File: src/tpm_regs.svh
`ifndef TPM_REGS_SVH
`define TPM_REGS_SVH

// register indices; the word byte address is four times the index
`define TPM_IDX_CTRL_A 14'h1FAE
`define TPM_IDX_CTRL_B 14'h1FAF
`define TPM_IDX_OUT 14'h1FB2
`define TPM_IDX_CNT 14'h1FB4
`define TPM_IDX_PERIOD 14'h1FB6
`define TPM_IDX_DUTY_U 14'h1FB8
`define TPM_IDX_DUTY_V 14'h1FBA
`define TPM_IDX_DUTY_W 14'h1FBC
`define TPM_IDX_DEAD 14'h1FBE
`define TPM_IDX_STAT 14'h1FD0
`define TPM_IDX_MASK 14'h1FD1

// pwm_control_a fields
`define TPM_A_EN 0
`define TPM_A_MODE 1
`define TPM_A_IDIV 3:2
`define TPM_A_LPOL 4
`define TPM_A_UPOL 5
`define TPM_A_DUTY 6
`define TPM_A_HALF 7

// phase_output_control fields
`define TPM_O_CTL 5:0
`define TPM_O_SRC 7:6
`define TPM_O_SEL 10:8
`define TPM_O_SYNC 11
`define TPM_O_PAT 14:12

// status and mask bits
`define TPM_ST_PWM 0
`define TPM_ST_UPD 1

// prescaler terminal counts for fc/2, fc/4, fc/8, fc/16
`define TPM_PRE_DIV2 4'h1
`define TPM_PRE_DIV4 4'h3
`define TPM_PRE_DIV8 4'h7
`define TPM_PRE_DIV16 4'hF

// period interrupt divider limits for 1, 2, 4, 8 periods
`define TPM_PDIV_1 3'h0
`define TPM_PDIV_2 3'h1
`define TPM_PDIV_4 3'h3
`define TPM_PDIV_8 3'h7

// dead time unit is 8 fc cycles: three zero bits below the count
`define TPM_DT_PAD 3'h0

`define TPM_RST_PERIOD 12'h010
`define TPM_RST_GATE 3'h7

`endif

File: src/tpm_pkg.sv
package tpm_pkg;

    typedef struct packed {
        logic psel;
        logic penable;
        logic pwrite;
        logic [15:0] paddr;
        logic [31:0] pwdata;
    } tpm_apb_req_t;

    typedef struct packed {
        logic pready;
        logic pslverr;
        logic [31:0] prdata;
    } tpm_apb_rsp_t;

    // index 0 is U, 1 is V, 2 is W
    typedef struct packed {
        logic [2:0] upper;
        logic [2:0] lower;
    } tpm_gate_t;

    typedef enum logic [1:0] {TPM_DT_GAP, TPM_DT_HI, TPM_DT_LO} tpm_dt_state_t;

    typedef struct packed {
        tpm_dt_state_t st;
        logic [8:0] cnt;
        logic [8:0] gap;
        logic hi;
        logic lo;
    } tpm_dead_state_t;

    typedef struct packed {
        logic [7:0] ctrl_a;
        logic [1:0] clk_sel;
        logic [14:0] out_buf;
        logic [5:0] dead;
        logic [11:0] period;
        logic [2:0][11:0] duty;
        logic [11:0] period_act;
        logic [2:0][11:0] duty_act;
        logic [3:0] presc;
        logic [11:0] cnt;
        logic dir;
        logic [2:0] pdiv;
        logic pend;
        logic [5:0] act_ctl;
        logic [2:0] act_sel;
        logic [1:0] status;
        logic [1:0] mask;
        logic [31:0] prdata;
        logic pslverr;
        logic [2:0] gate_hi;
        logic [2:0] gate_lo;
    } tpm_state_t;

endpackage : tpm_pkg

File: src/tpm_dead.sv
`timescale 1ns/1ps
`include "tpm_regs.svh"

module tpm_dead (
    // clock and reset
    input wire logic pclk,
    input wire logic presetn,
    input wire logic clk_en,
    // waveform in, dead time count
    input wire logic pwm_in,
    input wire logic [5:0] dead,
    // switch requests
    output logic hi_on,
    output logic lo_on
);
    import tpm_pkg::*;

    tpm_dead_state_t s_q, s_d;
    localparam tpm_dead_state_t ST_RST = '{st: TPM_DT_GAP, default: '0};

    always_comb begin
        s_d = s_q;
        case (s_q.st)
            TPM_DT_GAP: begin
                if (s_q.cnt == 9'h000) begin
                    s_d.st = pwm_in ? TPM_DT_HI : TPM_DT_LO;
                end else begin
                    s_d.cnt = s_q.cnt - 9'h001;
                end
            end
            TPM_DT_HI: begin
                if (!pwm_in) begin
                    if (dead == 6'h00) begin
                        s_d.st = TPM_DT_LO;
                    end else begin
                        s_d.st = TPM_DT_GAP; // RQ8
                        s_d.cnt = {dead, `TPM_DT_PAD} - 9'h001; // RQ8
                    end
                end
            end
            TPM_DT_LO: begin
                if (pwm_in) begin
                    if (dead == 6'h00) begin
                        s_d.st = TPM_DT_HI;
                    end else begin
                        s_d.st = TPM_DT_GAP; // RQ8
                        s_d.cnt = {dead, `TPM_DT_PAD} - 9'h001; // RQ8
                    end
                end
            end
            default: begin
                s_d.st = TPM_DT_GAP;
            end
        endcase
        s_d.hi = (s_d.st == TPM_DT_HI);
        s_d.lo = (s_d.st == TPM_DT_LO);
        // gap length kept only for checking
        if (s_d.hi || s_d.lo) begin
            s_d.gap = 9'h000;
        end else if (s_q.gap != 9'h1FF) begin
            s_d.gap = s_q.gap + 9'h001;
        end
    end

    always_ff @(posedge pclk or negedge presetn) begin
        if (!presetn) begin
            s_q <= ST_RST;
        end else if (clk_en) begin
            s_q <= s_d;
        end
    end

    assign hi_on = s_q.hi;
    assign lo_on = s_q.lo;

    chk_dead_no_overlap: assert property ( // RQ8
        @(posedge pclk) disable iff (!presetn) !(s_q.hi && s_q.lo))
        else $error("upper and lower switch on together");

    chk_dead_gap_len: assert property ( // RQ8
        @(posedge pclk) disable iff (!presetn)
        ($rose(s_q.hi) || $rose(s_q.lo)) && $stable(dead) |->
        $past(s_q.gap) >= {dead, `TPM_DT_PAD})
        else $error("dead time gap shorter than programmed");

endmodule : tpm_dead

File: src/tpm_pwm_top.sv
`timescale 1ns/1ps
`include "tpm_regs.svh"
// Overview of operation
// [RQ1] counter clock is fc over 2/4/8/16
// [RQ2] half-period interrupt when divider field is 00
// [RQ3] duty mode 0 shares U duty everywhere
// [RQ4] upper and lower polarity bits set active level
// [RQ5] interrupt every 1, 2, 4 or 8 periods
// [RQ6] mode 0 sawtooth, mode 1 up-down triangle
// [RQ7] outputs only while synthesis enable is set
// [RQ8] dead time is six-bit count times 8/fc
// [RQ9] readable direction bit, 1 while counting down
// [RQ10] writable three-bit position comparison pattern
// [RQ11] sync bit aligns output updates to period
// [RQ12] per-phase select: pwm or fixed level
// [RQ13] update source: now, position, timer 1, timer 2
// [RQ14] per-phase two control bits for fixed levels
// [RQ15] control writes buffered until sync event
// [RQ16] software keeps period at or above 010h
// [RQ17] counter compared with U, V, W duties

module tpm_pwm_top (
    // clock, reset, enable
    input wire logic pclk,
    input wire logic presetn,
    input wire logic clk_en,
    // apb slave
    input wire tpm_pkg::tpm_apb_req_t apb_req,
    output tpm_pkg::tpm_apb_rsp_t apb_rsp,
    // update sync sources, one-cycle pulses
    input wire logic pos_det_evt,
    input wire logic tmr1_evt,
    input wire logic tmr2_evt,
    // gate drive and side outputs
    output tpm_pkg::tpm_gate_t gate,
    output logic [2:0] pos_pattern,
    output logic pwm_irq
);
    import tpm_pkg::*;

    localparam tpm_state_t ST_RST = '{
        gate_hi: `TPM_RST_GATE,
        gate_lo: `TPM_RST_GATE,
        period: `TPM_RST_PERIOD,
        period_act: `TPM_RST_PERIOD,
        default: '0
    };

    tpm_state_t s_q, s_d;
    logic en, tick, per_end, half_end, irq_evt, sync_go, apply;
    logic setup, wr, rd, hit;
    logic [13:0] idx;
    logic [31:0] rd_val;
    logic [3:0] pre_mask;
    logic [2:0] pdiv_lim;
    logic [2:0] hi_on, lo_on, gate_hi_d, gate_lo_d;

    assign en = s_q.ctrl_a[`TPM_A_EN];
    assign idx = apb_req.paddr[15:2];
    assign setup = apb_req.psel && !apb_req.penable;
    assign wr = apb_req.psel && apb_req.penable && apb_req.pwrite;
    assign rd = apb_req.psel && apb_req.penable && !apb_req.pwrite;

    // address decode; read data is captured in the setup cycle
    always_comb begin
        hit = 1'b1;
        rd_val = 32'h0000_0000;
        if (idx == `TPM_IDX_CTRL_A) begin
            rd_val = {24'h00_0000, s_q.ctrl_a};
        end else if (idx == `TPM_IDX_CTRL_B) begin
            rd_val = {30'h0000_0000, s_q.clk_sel};
        end else if (idx == `TPM_IDX_OUT) begin
            rd_val = {16'h0000, s_q.dir, s_q.out_buf}; // RQ9
        end else if (idx == `TPM_IDX_CNT) begin
            rd_val = {20'h0_0000, s_q.cnt};
        end else if (idx == `TPM_IDX_PERIOD) begin
            rd_val = {20'h0_0000, s_q.period};
        end else if (idx == `TPM_IDX_DUTY_U) begin
            rd_val = {20'h0_0000, s_q.duty[0]};
        end else if (idx == `TPM_IDX_DUTY_V) begin
            rd_val = {20'h0_0000, s_q.duty[1]};
        end else if (idx == `TPM_IDX_DUTY_W) begin
            rd_val = {20'h0_0000, s_q.duty[2]};
        end else if (idx == `TPM_IDX_DEAD) begin
            rd_val = {26'h000_0000, s_q.dead};
        end else if (idx == `TPM_IDX_STAT) begin
            rd_val = {30'h0000_0000, s_q.status};
        end else if (idx == `TPM_IDX_MASK) begin
            rd_val = {30'h0000_0000, s_q.mask};
        end else begin
            hit = 1'b0;
        end
    end

    always_comb begin
        case (s_q.clk_sel)
            2'b00: pre_mask = `TPM_PRE_DIV2; // RQ1
            2'b01: pre_mask = `TPM_PRE_DIV4; // RQ1
            2'b10: pre_mask = `TPM_PRE_DIV8; // RQ1
            default: pre_mask = `TPM_PRE_DIV16; // RQ1
        endcase
        case (s_q.ctrl_a[`TPM_A_IDIV])
            2'b00: pdiv_lim = `TPM_PDIV_1; // RQ5
            2'b01: pdiv_lim = `TPM_PDIV_2; // RQ5
            2'b10: pdiv_lim = `TPM_PDIV_4; // RQ5
            default: pdiv_lim = `TPM_PDIV_8; // RQ5
        endcase
        case (s_q.out_buf[`TPM_O_SRC])
            2'b00: sync_go = s_q.out_buf[`TPM_O_SYNC] ? per_end : 1'b1; // RQ11
            2'b01: sync_go = pos_det_evt; // RQ13
            2'b10: sync_go = tmr1_evt; // RQ13
            default: sync_go = tmr2_evt; // RQ13
        endcase
    end

    assign tick = en && (s_q.presc == pre_mask); // RQ1

    // per-phase compare, dead time and output level
    for (genvar ph = 0; ph < 3; ph++) begin : g_phase
        logic [11:0] duty_sel;
        logic pwm_on, on_hi, on_lo;
        // common mode takes the U duty for every phase
        assign duty_sel = s_q.ctrl_a[`TPM_A_DUTY] ?
            s_q.duty_act[ph] : s_q.duty_act[0]; // RQ3
        assign pwm_on = (s_q.cnt < duty_sel); // RQ17
        tpm_dead u_tpm_dead (
            .pclk(pclk),
            .presetn(presetn),
            .clk_en(clk_en),
            .pwm_in(pwm_on),
            .dead(s_q.dead),
            .hi_on(hi_on[ph]),
            .lo_on(lo_on[ph])
        );
        assign on_hi = en && (s_q.act_sel[ph] ? hi_on[ph] :
            s_q.act_ctl[2*ph+1]); // RQ7 RQ12 RQ14
        assign on_lo = en && (s_q.act_sel[ph] ? lo_on[ph] :
            s_q.act_ctl[2*ph]); // RQ7 RQ12 RQ14
        assign gate_hi_d[ph] = s_q.ctrl_a[`TPM_A_UPOL] ? on_hi : !on_hi; // RQ4
        assign gate_lo_d[ph] = s_q.ctrl_a[`TPM_A_LPOL] ? on_lo : !on_lo; // RQ4
    end

    always_comb begin
        s_d = s_q;
        per_end = 1'b0;
        half_end = 1'b0;
        irq_evt = 1'b0;
        if (!en) begin
            // stopped counter restarts cleanly and reloads compares
            s_d.presc = 4'h0; // RQ7
            s_d.cnt = 12'h000; // RQ7
            s_d.dir = 1'b0;
            s_d.pdiv = 3'h0;
            s_d.period_act = s_q.period;
            s_d.duty_act = s_q.duty;
        end else begin
            s_d.presc = tick ? 4'h0 : s_q.presc + 4'h1; // RQ1
            if (tick && !s_q.ctrl_a[`TPM_A_MODE]) begin
                s_d.dir = 1'b0; // RQ6
                half_end = (s_q.cnt == {1'b0, s_q.period_act[11:1]});
                if (s_q.cnt >= s_q.period_act) begin
                    s_d.cnt = 12'h000; // RQ6
                    per_end = 1'b1;
                end else begin
                    s_d.cnt = s_q.cnt + 12'h001;
                end
            end else if (tick && !s_q.dir) begin
                if (s_q.cnt >= s_q.period_act) begin
                    s_d.dir = 1'b1; // RQ6 RQ9
                    s_d.cnt = s_q.cnt - 12'h001;
                    half_end = 1'b1;
                end else begin
                    s_d.cnt = s_q.cnt + 12'h001;
                end
            end else if (tick) begin
                if (s_q.cnt == 12'h000) begin
                    s_d.dir = 1'b0; // RQ6 RQ9
                    s_d.cnt = 12'h001;
                    per_end = 1'b1;
                end else begin
                    s_d.cnt = s_q.cnt - 12'h001;
                end
            end
        end
        // while running, new period and duties only at the period boundary: no runt pulses
        if (per_end) begin
            s_d.period_act = s_q.period;
            s_d.duty_act = s_q.duty; // RQ17
            if (s_q.pdiv >= pdiv_lim) begin
                s_d.pdiv = 3'h0;
                irq_evt = 1'b1; // RQ5
            end else begin
                s_d.pdiv = s_q.pdiv + 3'h1;
            end
        end
        if (half_end && s_q.ctrl_a[`TPM_A_HALF] &&
            s_q.ctrl_a[`TPM_A_IDIV] == 2'b00) begin
            irq_evt = 1'b1; // RQ2
        end
        // buffered output control reaches the pins only on its event
        apply = s_q.pend && sync_go; // RQ15
        if (apply) begin
            s_d.act_ctl = s_q.out_buf[`TPM_O_CTL]; // RQ15
            s_d.act_sel = s_q.out_buf[`TPM_O_SEL]; // RQ15
            s_d.pend = 1'b0;
        end
        if (setup) begin
            s_d.prdata = hit ? rd_val : 32'h0000_0000;
            s_d.pslverr = !hit;
        end
        if (wr) begin
            if (idx == `TPM_IDX_CTRL_A) begin
                s_d.ctrl_a = apb_req.pwdata[7:0];
            end else if (idx == `TPM_IDX_CTRL_B) begin
                s_d.clk_sel = apb_req.pwdata[1:0];
            end else if (idx == `TPM_IDX_OUT) begin
                s_d.out_buf = apb_req.pwdata[14:0]; // RQ10 RQ15
                s_d.pend = 1'b1; // RQ15
            end else if (idx == `TPM_IDX_PERIOD) begin
                s_d.period = apb_req.pwdata[11:0];
            end else if (idx == `TPM_IDX_DUTY_U) begin
                s_d.duty[0] = apb_req.pwdata[11:0];
            end else if (idx == `TPM_IDX_DUTY_V) begin
                s_d.duty[1] = apb_req.pwdata[11:0];
            end else if (idx == `TPM_IDX_DUTY_W) begin
                s_d.duty[2] = apb_req.pwdata[11:0];
            end else if (idx == `TPM_IDX_DEAD) begin
                s_d.dead = apb_req.pwdata[5:0]; // RQ8
            end else if (idx == `TPM_IDX_MASK) begin
                s_d.mask = apb_req.pwdata[1:0];
            end
        end
        // read clears only the bits it returned, so an event landing in
        // the setup cycle is kept; an event in the access cycle still sets
        if (rd && idx == `TPM_IDX_STAT) begin
            s_d.status = s_q.status & ~s_q.prdata[1:0];
        end
        if (irq_evt) begin
            s_d.status[`TPM_ST_PWM] = 1'b1;
        end
        if (apply) begin
            s_d.status[`TPM_ST_UPD] = 1'b1;
        end
        s_d.gate_hi = gate_hi_d;
        s_d.gate_lo = gate_lo_d;
    end

    always_ff @(posedge pclk or negedge presetn) begin
        if (!presetn) begin
            s_q <= ST_RST;
        end else if (clk_en) begin
            s_q <= s_d;
        end
    end

    assign apb_rsp.pready = 1'b1;
    assign apb_rsp.pslverr = s_q.pslverr;
    assign apb_rsp.prdata = s_q.prdata;
    assign gate.upper = s_q.gate_hi;
    assign gate.lower = s_q.gate_lo;
    assign pos_pattern = s_q.out_buf[`TPM_O_PAT]; // RQ10
    assign pwm_irq = |(s_q.status & s_q.mask);

    chk_cnt_prescale: assert property ( // RQ1
        @(posedge pclk) disable iff (!presetn)
        clk_en && en && !tick && s_d.ctrl_a[`TPM_A_EN] |=> $stable(s_q.cnt))
        else $error("counter moved without a prescaler tick");

    chk_half_irq: assert property ( // RQ2
        @(posedge pclk) disable iff (!presetn)
        clk_en && half_end && s_q.ctrl_a[`TPM_A_HALF] &&
        s_q.ctrl_a[`TPM_A_IDIV] == 2'b00 |=> s_q.status[`TPM_ST_PWM])
        else $error("half-period interrupt not raised");

    chk_duty_common: assert property ( // RQ3
        @(posedge pclk) disable iff (!presetn)
        !s_q.ctrl_a[`TPM_A_DUTY] |->
        g_phase[2].duty_sel == s_q.duty_act[0])
        else $error("common duty mode not using U duty");

    chk_gate_idle: assert property ( // RQ4
        @(posedge pclk) disable iff (!presetn)
        clk_en && !en |=> gate.upper == {3{!$past(s_q.ctrl_a[`TPM_A_UPOL])}}
        && gate.lower == {3{!$past(s_q.ctrl_a[`TPM_A_LPOL])}})
        else $error("disabled outputs not at inactive level");

    chk_irq_source: assert property ( // RQ5
        @(posedge pclk) disable iff (!presetn)
        $rose(s_q.status[`TPM_ST_PWM]) |-> $past(per_end || half_end))
        else $error("pwm interrupt without a period event");

    chk_saw_wrap: assert property ( // RQ6
        @(posedge pclk) disable iff (!presetn)
        clk_en && tick && !s_q.ctrl_a[`TPM_A_MODE] &&
        s_q.cnt >= s_q.period_act |=> s_q.cnt == 12'h000 && !s_q.dir)
        else $error("sawtooth did not wrap to zero");

    chk_tri_turn: assert property ( // RQ9
        @(posedge pclk) disable iff (!presetn)
        clk_en && tick && s_q.ctrl_a[`TPM_A_MODE] && !s_q.dir &&
        s_q.cnt >= s_q.period_act |=> s_q.dir ##1 !clk_en || s_q.dir ||
        !s_q.ctrl_a[`TPM_A_EN] || !s_q.ctrl_a[`TPM_A_MODE])
        else $error("triangle did not turn to counting down");

    chk_out_hold: assert property ( // RQ15
        @(posedge pclk) disable iff (!presetn)
        clk_en && s_q.pend && !sync_go |=> $stable(s_q.act_ctl) &&
        $stable(s_q.act_sel))
        else $error("output control changed before its sync event");

    // the checks below watch registered state one edge after its cause
    chk_tick_spacing: assert property ( // RQ1
        @(posedge pclk) disable iff (!presetn)
        clk_en && tick |=> !tick)
        else $error("prescaler ticked in consecutive cycles");

    chk_disable_hold: assert property ( // RQ7
        @(posedge pclk) disable iff (!presetn)
        clk_en && !en |=> s_q.cnt == 12'h000 && !s_q.dir)
        else $error("stopped counter not held at zero");

    chk_status_sticky: assert property ( // RQ5
        @(posedge pclk) disable iff (!presetn)
        clk_en && s_q.status[`TPM_ST_PWM] && !(rd && idx == `TPM_IDX_STAT)
        |=> s_q.status[`TPM_ST_PWM])
        else $error("pwm status bit lost without a read");

    chk_sync_period: assert property ( // RQ11
        @(posedge pclk) disable iff (!presetn)
        clk_en && s_q.pend && s_q.out_buf[`TPM_O_SRC] == 2'h0 &&
        s_q.out_buf[`TPM_O_SYNC] && !per_end |=> s_q.pend)
        else $error("synchronised update applied off the period end");

    chk_async_apply: assert property ( // RQ13
        @(posedge pclk) disable iff (!presetn)
        clk_en && s_q.pend && s_q.out_buf[`TPM_O_SRC] == 2'h0 &&
        !s_q.out_buf[`TPM_O_SYNC] && !wr |=> !s_q.pend)
        else $error("asynchronous output update left pending");

    chk_fixed_level: assert property ( // RQ12 RQ14
        @(posedge pclk) disable iff (!presetn)
        clk_en && en && !s_q.act_sel[0] && s_q.ctrl_a[`TPM_A_UPOL] |=>
        gate.upper[0] == $past(s_q.act_ctl[1]))
        else $error("fixed upper level not driven from control bits");

    chk_pend_set: assert property ( // RQ15
        @(posedge pclk) disable iff (!presetn)
        clk_en && wr && idx == `TPM_IDX_OUT |=> s_q.pend)
        else $error("output control write not held as pending");

endmodule : tpm_pwm_top

File: config.mk
export PLATFORM = sky130hd
export DESIGN_NAME = tpm_pwm_top
export DESIGN_NICKNAME = d
export VERILOG_FILES = /design/src/tpm_pkg.sv /design/src/tpm_dead.sv /design/src/tpm_pwm_top.sv
export VERILOG_INCLUDE_DIRS = /design/src
export SDC_FILE = /design/constraint.sdc
export NUM_CORES = 1
export LEC_CHECK = 0
export ABC_AREA = 1
export BUFFER_PORTS_ARGS = -buffer_cell sky130_fd_sc_hd__buf_4
export CORE_UTILIZATION = 65
export DETAILED_ROUTE_END_ITERATION = 10
export GPL_ROUTABILITY_DRIVEN = 0
export PLACE_DENSITY = 0.86
export SYNTH_ARGS = -nofsm -noshare
export SYNTH_HDL_FRONTEND = slang
export SYNTH_SLANG_ARGS = --single-unit
File: constraint.sdc
create_clock -name pclk -period 3.8 [get_ports pclk]
set_input_delay 0.38 -clock pclk [delete_from_list [all_inputs] [get_ports pclk]]
set_output_delay 0.38 -clock pclk [all_outputs]
set_load 0.02 [all_outputs]
==> summary.txt, run 1 <==
Finish
  – Leading cell type in the layout, fill and taps excluded: nand2_1
  – # nets final: 2002
  – Layout filler cell count: 1536
  – Share of cells above drive strength 1: 9.34%
  – Non-Filler Instances: 2165
  – Area Overhead vs Synth: 10.6%
  – Antenna Diode Count: 0
  – Most frequent cells in the layout: nand2_1 (480), dfrtp_1 (215), inv_1 (204)

Yosys
  – Largest family of logic cells by synthesized area: simple AND/OR/NAND/NOR gates
  – Yosys cell types: 45
  – Synth Area in XOR/XNOR: 2.25%
  – Register area share after synthesis: 41.0%
  – Synth area leaders: dfrtp_1 (39%), nand2_1 (13%), o21ai_0 (6.7%)
  – Syn Inst Count: 1842
  – Avg Inst Size Synth: 7.40 um2
  – Post-synthesis cell area: 13600 um2
  – Post-Synth Adder-Cell Area: 6.24%
  – Post-synthesis mux area share: 0%
  – Post-synthesis simple-gate area fraction: 24.8%
  – Compound-Gate Fraction of Synth Area: 15.5%
  – Yosys warning count: 0
  – Synth top area share: 39.5%
  – Synth Register Bits: 223
  – Yosys top cell by area: dfrtp_1

Power
  – Max VDD drop: 0.389 mV
  – Seq pwr share: 40.7%
  – Leakage power figure: 7.41 nW
  – Switching share of power: 30.7%
  – Clock network fraction of total power: 39.4%
  – Combinational power share: 19.8%
  – Switching power total: 0.00206 W
  – Pwr Density: 445 nW/um2
  – Internal: 0.00465 W

Clocking
  – CTS tree: done
  – Clk sinks: 223
  – Clock transition at the registers of the reported paths: 70 ps
  – Max clock buf depth: 3
  – H-tree levels: 1
  – Clock Tree Root: clkbuf_16
  – Worst-skew pair later-pin latency: 540 ps
  – Postcts setup bufs: 0
  – CTS Buf Count: 24

Floorplanning
  – Row count: 52
  – Die height: 147 um
  – Core region area: 20400 um2
  – Initial Util: 66.9%
  – Chip width: 147 um
  – Die area: 21600 um2
  – I/O pin cnt: 101

Timing
  – Setup_tns: 0 ps
  – Hold slack: 80.9 ps
  – Final Hold Vio Count: 0
  – Worst Skew: 22.2 ps
  – Period utilisation layout: 86.5%
  – Fmax: 304 MHz
  – Slew HR: 36.7%
  – Max-slew violations: 0
  – Final setup vio count: 0
  – RSZ-0062 raised after global routing: false
  – Measured slew at the worst slew-check pin: 950 ps
  – Min Tclk post-route: 3290 ps

Worst setup path
  – Crit-path max FO: 24
  – Crit-path cells: nor2_1 > a21oi_1 > ha_1 > nand2_1 > inv_1 > nand3_1 > inv_1 > a21oi_1 > nand2_1 > o21ai_0 > nand2_1 > inv_1 > nand2_1 > a21boi_0
  – Reg-to-reg slack, setup: 510 ps
  – Critical Path Sink Type: flip-flop
  – RR Startpoint: s_q[198]$_DFFE_PN0P_
  – Slowest CP cell: dfrtp_1
  – R2R depth: 14
  – Setup CP Type: flip-flop to flip-flop
  – Crit start category: flip-flop
  – Critical path endpoint: g_phase[2].u_tpm_dead.s_q[19]$_DFFE_PN0P_
  – Critical Path Start: s_q[198]$_DFFE_PN0P_
  – Crit path top cell by count: nand2_1
  – CP required: 4230 ps
  – Peak per-stage delay on the critical path: 830 ps
  – Worst R2R End: g_phase[2].u_tpm_dead.s_q[19]$_DFFE_PN0P_
  – Worst Path Arrival: 3710 ps

Worst hold path
  – Hold Path Class: primary input to flip-flop
  – Worst Hold Launch: apb_req[1]

Detailed routing
  – Via Count: 13.0k
  – Initial DRC Count: 1206
  – Antenna-violating nets left: 0
  – Residual DRC count: 0
  – First-pass DRT Iterations: 6
  – DR vias/cell: 5.99
  – Routed length per instance: 17.8 um
  – Routed Wire Length: 38.5 mm

Placement
  – Dpl cells: 2120
  – DPL Wire Length: 27.3 mm
  – Buffers on Ports: 64

Run
  – Max_cap viols: 0

Global route
  – Number of global-route vias before repair: 12.7k
  – Gr usage total: 36.6%
  – Largest net degree at the start of global routing: 115
  – Grt ovf: 0
  – Initial antenna violation count: 0
  – Global-route wire length before repair: 62.7 mm

Status
  – Outcome: finished, final reports clean
-- flip-flops by register name, indices dropped and copies added, names as in the netlist --
signal and flops:
s_q 145, g_phase.u_tpm_dead.s_q 33, apb_rsp 17, g_phase.duty_sel 12
gate 6, g_phase.u_tpm_dead.hi_on 3, g_phase.u_tpm_dead.lo_on 3, pos_pattern 3
en 1
-- power groups by stage --
stage	Combinational, W	Sequential, W	Clock, W
3_3_place_gp	0.00125	0.00276	0
4_1_cts	0.00132	0.00273	0.00265
6_report	0.00133	0.00273	0.00265
3_5_place_dp	0.00131	0.00276	0
2_1_floorplan	0.00101	0.00271	0
5_1_grt	0.00154	0.00275	0.00276
-- worst min path at each step --
stage          depth (start not counted)  slack, ps                endpoint
2_1_floorplan                          0         80  apb_rsp[0]$_DFFE_PN0P_
3_3_place_gp                           2        450     s_q[85]$_DFFE_PN0P_
3_5_place_dp                           2        460     s_q[85]$_DFFE_PN0P_
4_1_cts                                3         80    s_q[191]$_DFFE_PN0P_
5_1_grt                                3         90    s_q[191]$_DFFE_PN0P_
6_report                               3         80    s_q[191]$_DFFE_PN0P_
-- cell families after synthesis --
family                   after synthesis
other                                  2
AND/OR/NAND/NOR                      812
XOR/XNOR                              35
AO/OA/AOI/OAI                        387
adder cells (fa/ha/maj)               68
buffers and inverters                315
flip-flops                           223
-- critical path, delay by kind of cell (launching register included) --
kind / cells / cell delay (ps)
adders and majority gates: 1 / 270
and+or+nand+nor: 6 / 800
buffers and inverters: 3 / 210
DFF: 1 / 830
AOI/OAI and AO/OA: 4 / 1060
-- metal layers --
metal  global-route usage (%)  up-vias  wire [um]
met3                     7.33      161       3970
met2                     59.7      742      17800
met1                     46.0     6051      14700
li1                         -     6022          -
met4                     19.8        0       2020
met5                        0        -          0
-- synthesized netlist by cell type, drive strengths merged --
cell / n
a211oi: 1
a21boi: 10
a21oi: 120
a22o: 1
a22oi: 1
a32o: 2
buf: 68
clkbuf: 34
clkinv: 2
conb: 2
dfrtp: 215
dfstp: 8
ha: 68
inv: 211
nand2: 485
nand3: 88
nand3b: 8
nand4: 26
nor2: 163
nor3: 33
nor4: 6
o2111ai: 7
o211ai: 18
o21a: 1
o21ai: 213
o221ai: 5
o22ai: 7
o31ai: 1
or2: 3
xnor2: 4
xor2: 31
-- cell type report --
class                           count  area [um2]  area share, %
Sequential cell                   223        5590           37.1
Clock inverter                     15         248           1.64
Multi-Input combinational cell   1319        6710           44.5
Tap cell                          270         338           2.24
Clock buffer                       29         649           4.31
Timing Repair Buffer               96         743           4.93
Inverter                          213         800           5.30
-- through the flow --
| step | setup WS [ps] | power, W | area, um2 | utilization [%] |
|---|---|---|---|---|
| 2_1_floorplan | 1370 | 0.00372 | 13700 | - |
| 6_report | 512 | 0.00671 | 15100 | 74.0 |
| 5_1_grt | 131 | 0.00705 | 15100 | 74.0 |
| 3_5_place_dp | 635 | 0.00407 | 14200 | 69.6 |
| 4_1_cts | 611 | 0.00669 | 15100 | 74.0 |
| 3_3_place_gp | 764 | 0.00400 | 14200 | 69.6 |
-- what timing repair did --
item,CTS,global route
endpoints found under the hold margin,54,0
gates resized for setup,0,0
hold buffers,1,0
Power figures use the tool's default switching activity.
==> run 2: changes to the inputs <==
RECOVER_POWER = 50   (was not set)
==> run 2 against run 1 <==
  * The run now ends with capacitance limit, slew limit left
  * Non-clock buffer count stayed put
  * Critical endpoint unchanged
  * Register-to-register slack barely moved
  * Core utilization decreased by 0.50 points
  * Maximum frequency fell by 0.38%
==> summary.txt, run 2 (synthesis results as in run 1) <==
Status
  – Outcome: finished, violations left
  – Failing checks: capacitance limit, slew limit

Floorplanning
  – I/O pin cnt: 101
  – Row count: 52
  – Die area: 21600 um2
  – Chip width: 147 um
  – Initial Util: 66.9%
  – Die height: 147 um
  – Core region area: 20400 um2

Detailed routing
  – Initial DRC Count: 1208
  – DR vias/cell: 6.02
  – Via Count: 13.0k
  – Routed Wire Length: 38.4 mm
  – Residual DRC count: 0
  – Routed length per instance: 17.7 um
  – Antenna-violating nets left: 0
  – First-pass DRT Iterations: 6

Power
  – Leakage power figure: 7.32 nW
  – Seq pwr share: 40.7%
  – Internal: 0.00465 W
  – Switching power total: 0.00207 W
  – Switching share of power: 30.8%
  – Combinational power share: 19.8%
  – Clock network fraction of total power: 39.6%
  – Pwr Density: 448 nW/um2
  – Max VDD drop: 0.390 mV

Clocking
  – Clock transition at the registers of the reported paths: 70 ps
  – Worst-skew pair later-pin latency: 540 ps
  – Clk sinks: 223
  – Max clock buf depth: 3
  – Resize count post-CTS: 0
  – CTS Buf Count: 24
  – CTS tree: done
  – H-tree levels: 1
  – Clock Tree Root: clkbuf_16

Worst setup path
  – Crit-path cells: nor2_1 > a21oi_1 > ha_1 > nand2_1 > inv_1 > nand3_1 > inv_1 > a21oi_1 > nand2_1 > o21ai_0 > nand2_1 > inv_1 > nand2_1 > a21boi_0
  – R2R depth: 14
  – Crit-path leading delay family: compound AO/OA/AOI/OAI gates
  – Critical Path Sink Type: flip-flop
  – Worst Path Arrival: 3730 ps
  – RR Startpoint: s_q[198]$_DFFE_PN0P_
  – Slowest CP cell: dfrtp_1
  – Setup CP Type: flip-flop to flip-flop
  – Worst R2R End: g_phase[2].u_tpm_dead.s_q[19]$_DFFE_PN0P_
  – Crit start category: flip-flop
  – Peak per-stage delay on the critical path: 830 ps
  – Reg-to-reg slack, setup: 500 ps
  – Crit path top cell by count: nand2_1
  – Critical path buffers and inverters: 3
  – Crit-path max FO: 24
  – CP required: 4230 ps

Placement
  – Placed cell areas: 14200 um2
  – DPL Wire Length: 27.3 mm
  – Buffers on Ports: 64

Timing
  – Slew HR: -96.3%
  – Period utilisation layout: 86.9%
  – Hold slack: 81.5 ps
  – Worst Skew: 24.2 ps
  – Setup_tns: 0 ps
  – Fmax: 303 MHz
  – Final Hold Vio Count: 0
  – RSZ-0062 raised after global routing: false
  – Final setup vio count: 0
  – Max-slew violations: 142
  – Measured slew at the worst slew-check pin: 2940 ps
  – Min Tclk post-route: 3300 ps

Run
  – Max_cap viols: 2

Global route
  – Largest net degree at the start of global routing: 115
  – Gr usage total: 36.6%
  – Number of global-route vias before repair: 12.7k
  – Global-route wire length before repair: 62.7 mm
  – Grt ovf: 0
  – Initial antenna violation count: 0

Finish
  – FF+latch area: 5590 um2
  – Most frequent cells in the layout: nand2_1 (480), dfrtp_1 (215), inv_1 (204)
  – Max FFs per register: 145
  – Share of cells above drive strength 1: 8.07%
  – Area Overhead vs Synth: 9.87%
  – Layout filler cell count: 1568
  – Antenna Diode Count: 0
  – # nets final: 2002
  – Multi-input gate area: 6710 um2
  – Biggest register: s_q
  – Design area: 15000 um2
  – Leading cell type in the layout, fill and taps excluded: nand2_1

Worst hold path
  – Hold depth: 3
  – Hold Path Class: primary input to flip-flop
  – WHS Endpoint: s_q[191]$_DFFE_PN0P_
  – Worst Hold Launch: apb_req[1]
-- run 2: cell count changes in the layout (fill, tap and decap cells not counted), sizes merged --
cell / change
clkbuf: +26
buf: -26
-- run 2: final cells by class --
class | count | share of cell area (%)
repair buffers | 96 | 4.28
clock inverters | 15 | 1.65
well taps | 270 | 2.26
clock buffers | 29 | 4.34
inverters | 213 | 5.34
multi-input cells | 1319 | 44.8
flip-flops and latches | 223 | 37.3
-- run 2: worst max path at each step --
stage | start | endpoint | slack [ps] | cells past startpoint
finish | s_q[198]$_DFFE_PN0P_ | g_phase[2].u_tpm_dead.s_q[19]$_DFFE_PN0P_ | 500 | 14
global route | presetn | g_phase[2].u_tpm_dead.s_q[14]$_DFFE_PN0P_ | 80 | 3
CTS | s_q[198]$_DFFE_PN0P_ | g_phase[2].u_tpm_dead.s_q[19]$_DFFE_PN0P_ | 610 | 14
detailed placement | s_q[198]$_DFFE_PN0P_ | g_phase[2].u_tpm_dead.s_q[19]$_DFFE_PN0P_ | 640 | 14
global placement | s_q[198]$_DFFE_PN0P_ | g_phase[1].u_tpm_dead.s_q[18]$_DFFE_PN0P_ | 760 | 13
floorplan | s_q[198]$_DFFE_PN0P_ | g_phase[1].u_tpm_dead.s_q[16]$_DFFE_PN0P_ | 1370 | 14
-- run 2: routing by layer --
| layer | part of all wire (%) | global-route usage, % |
|---|---|---|
| met1 | 38 | 46.0 |
| met4 | 5.4 | 19.8 |
| met2 | 46 | 59.7 |
| met5 | 0 | 0 |
| met3 | 10 | 7.33 |
-- run 2: power by group through the flow --
stage          registers, W  clock network (W)  logic (W)
2_1_floorplan       0.00271                  0    0.00101
3_3_place_gp        0.00276                  0    0.00125
3_5_place_dp        0.00276                  0    0.00131
4_1_cts             0.00273            0.00265    0.00132
5_1_grt             0.00275            0.00276    0.00153
6_report            0.00273            0.00266    0.00133
-- run 2: through the flow --
step | util (%) | worst slack, ps | cells | total power [W]
CTS | 74.0 | 611 | 2165 | 0.00669
floorplan | - | 1370 | 1857 | 0.00372
finish | 73.5 | 499 | 2165 | 0.00671
detailed placement | 69.6 | 635 | 2120 | 0.00407
global route | 73.5 | 76.2 | 2165 | 0.00705
global placement | 69.6 | 764 | 2120 | 0.00400
-- run 2: tightest hold or removal path, delay by kind of cell --
family          cells  cell delay [ps]
buf+inv             2              150
compound gates      1               60
-- run 2: what timing repair did --
action                    4_1_cts  5_1_grt
setup buffers                   0        0
hold buffers                    1        0
hold endpoints to repair       54        0
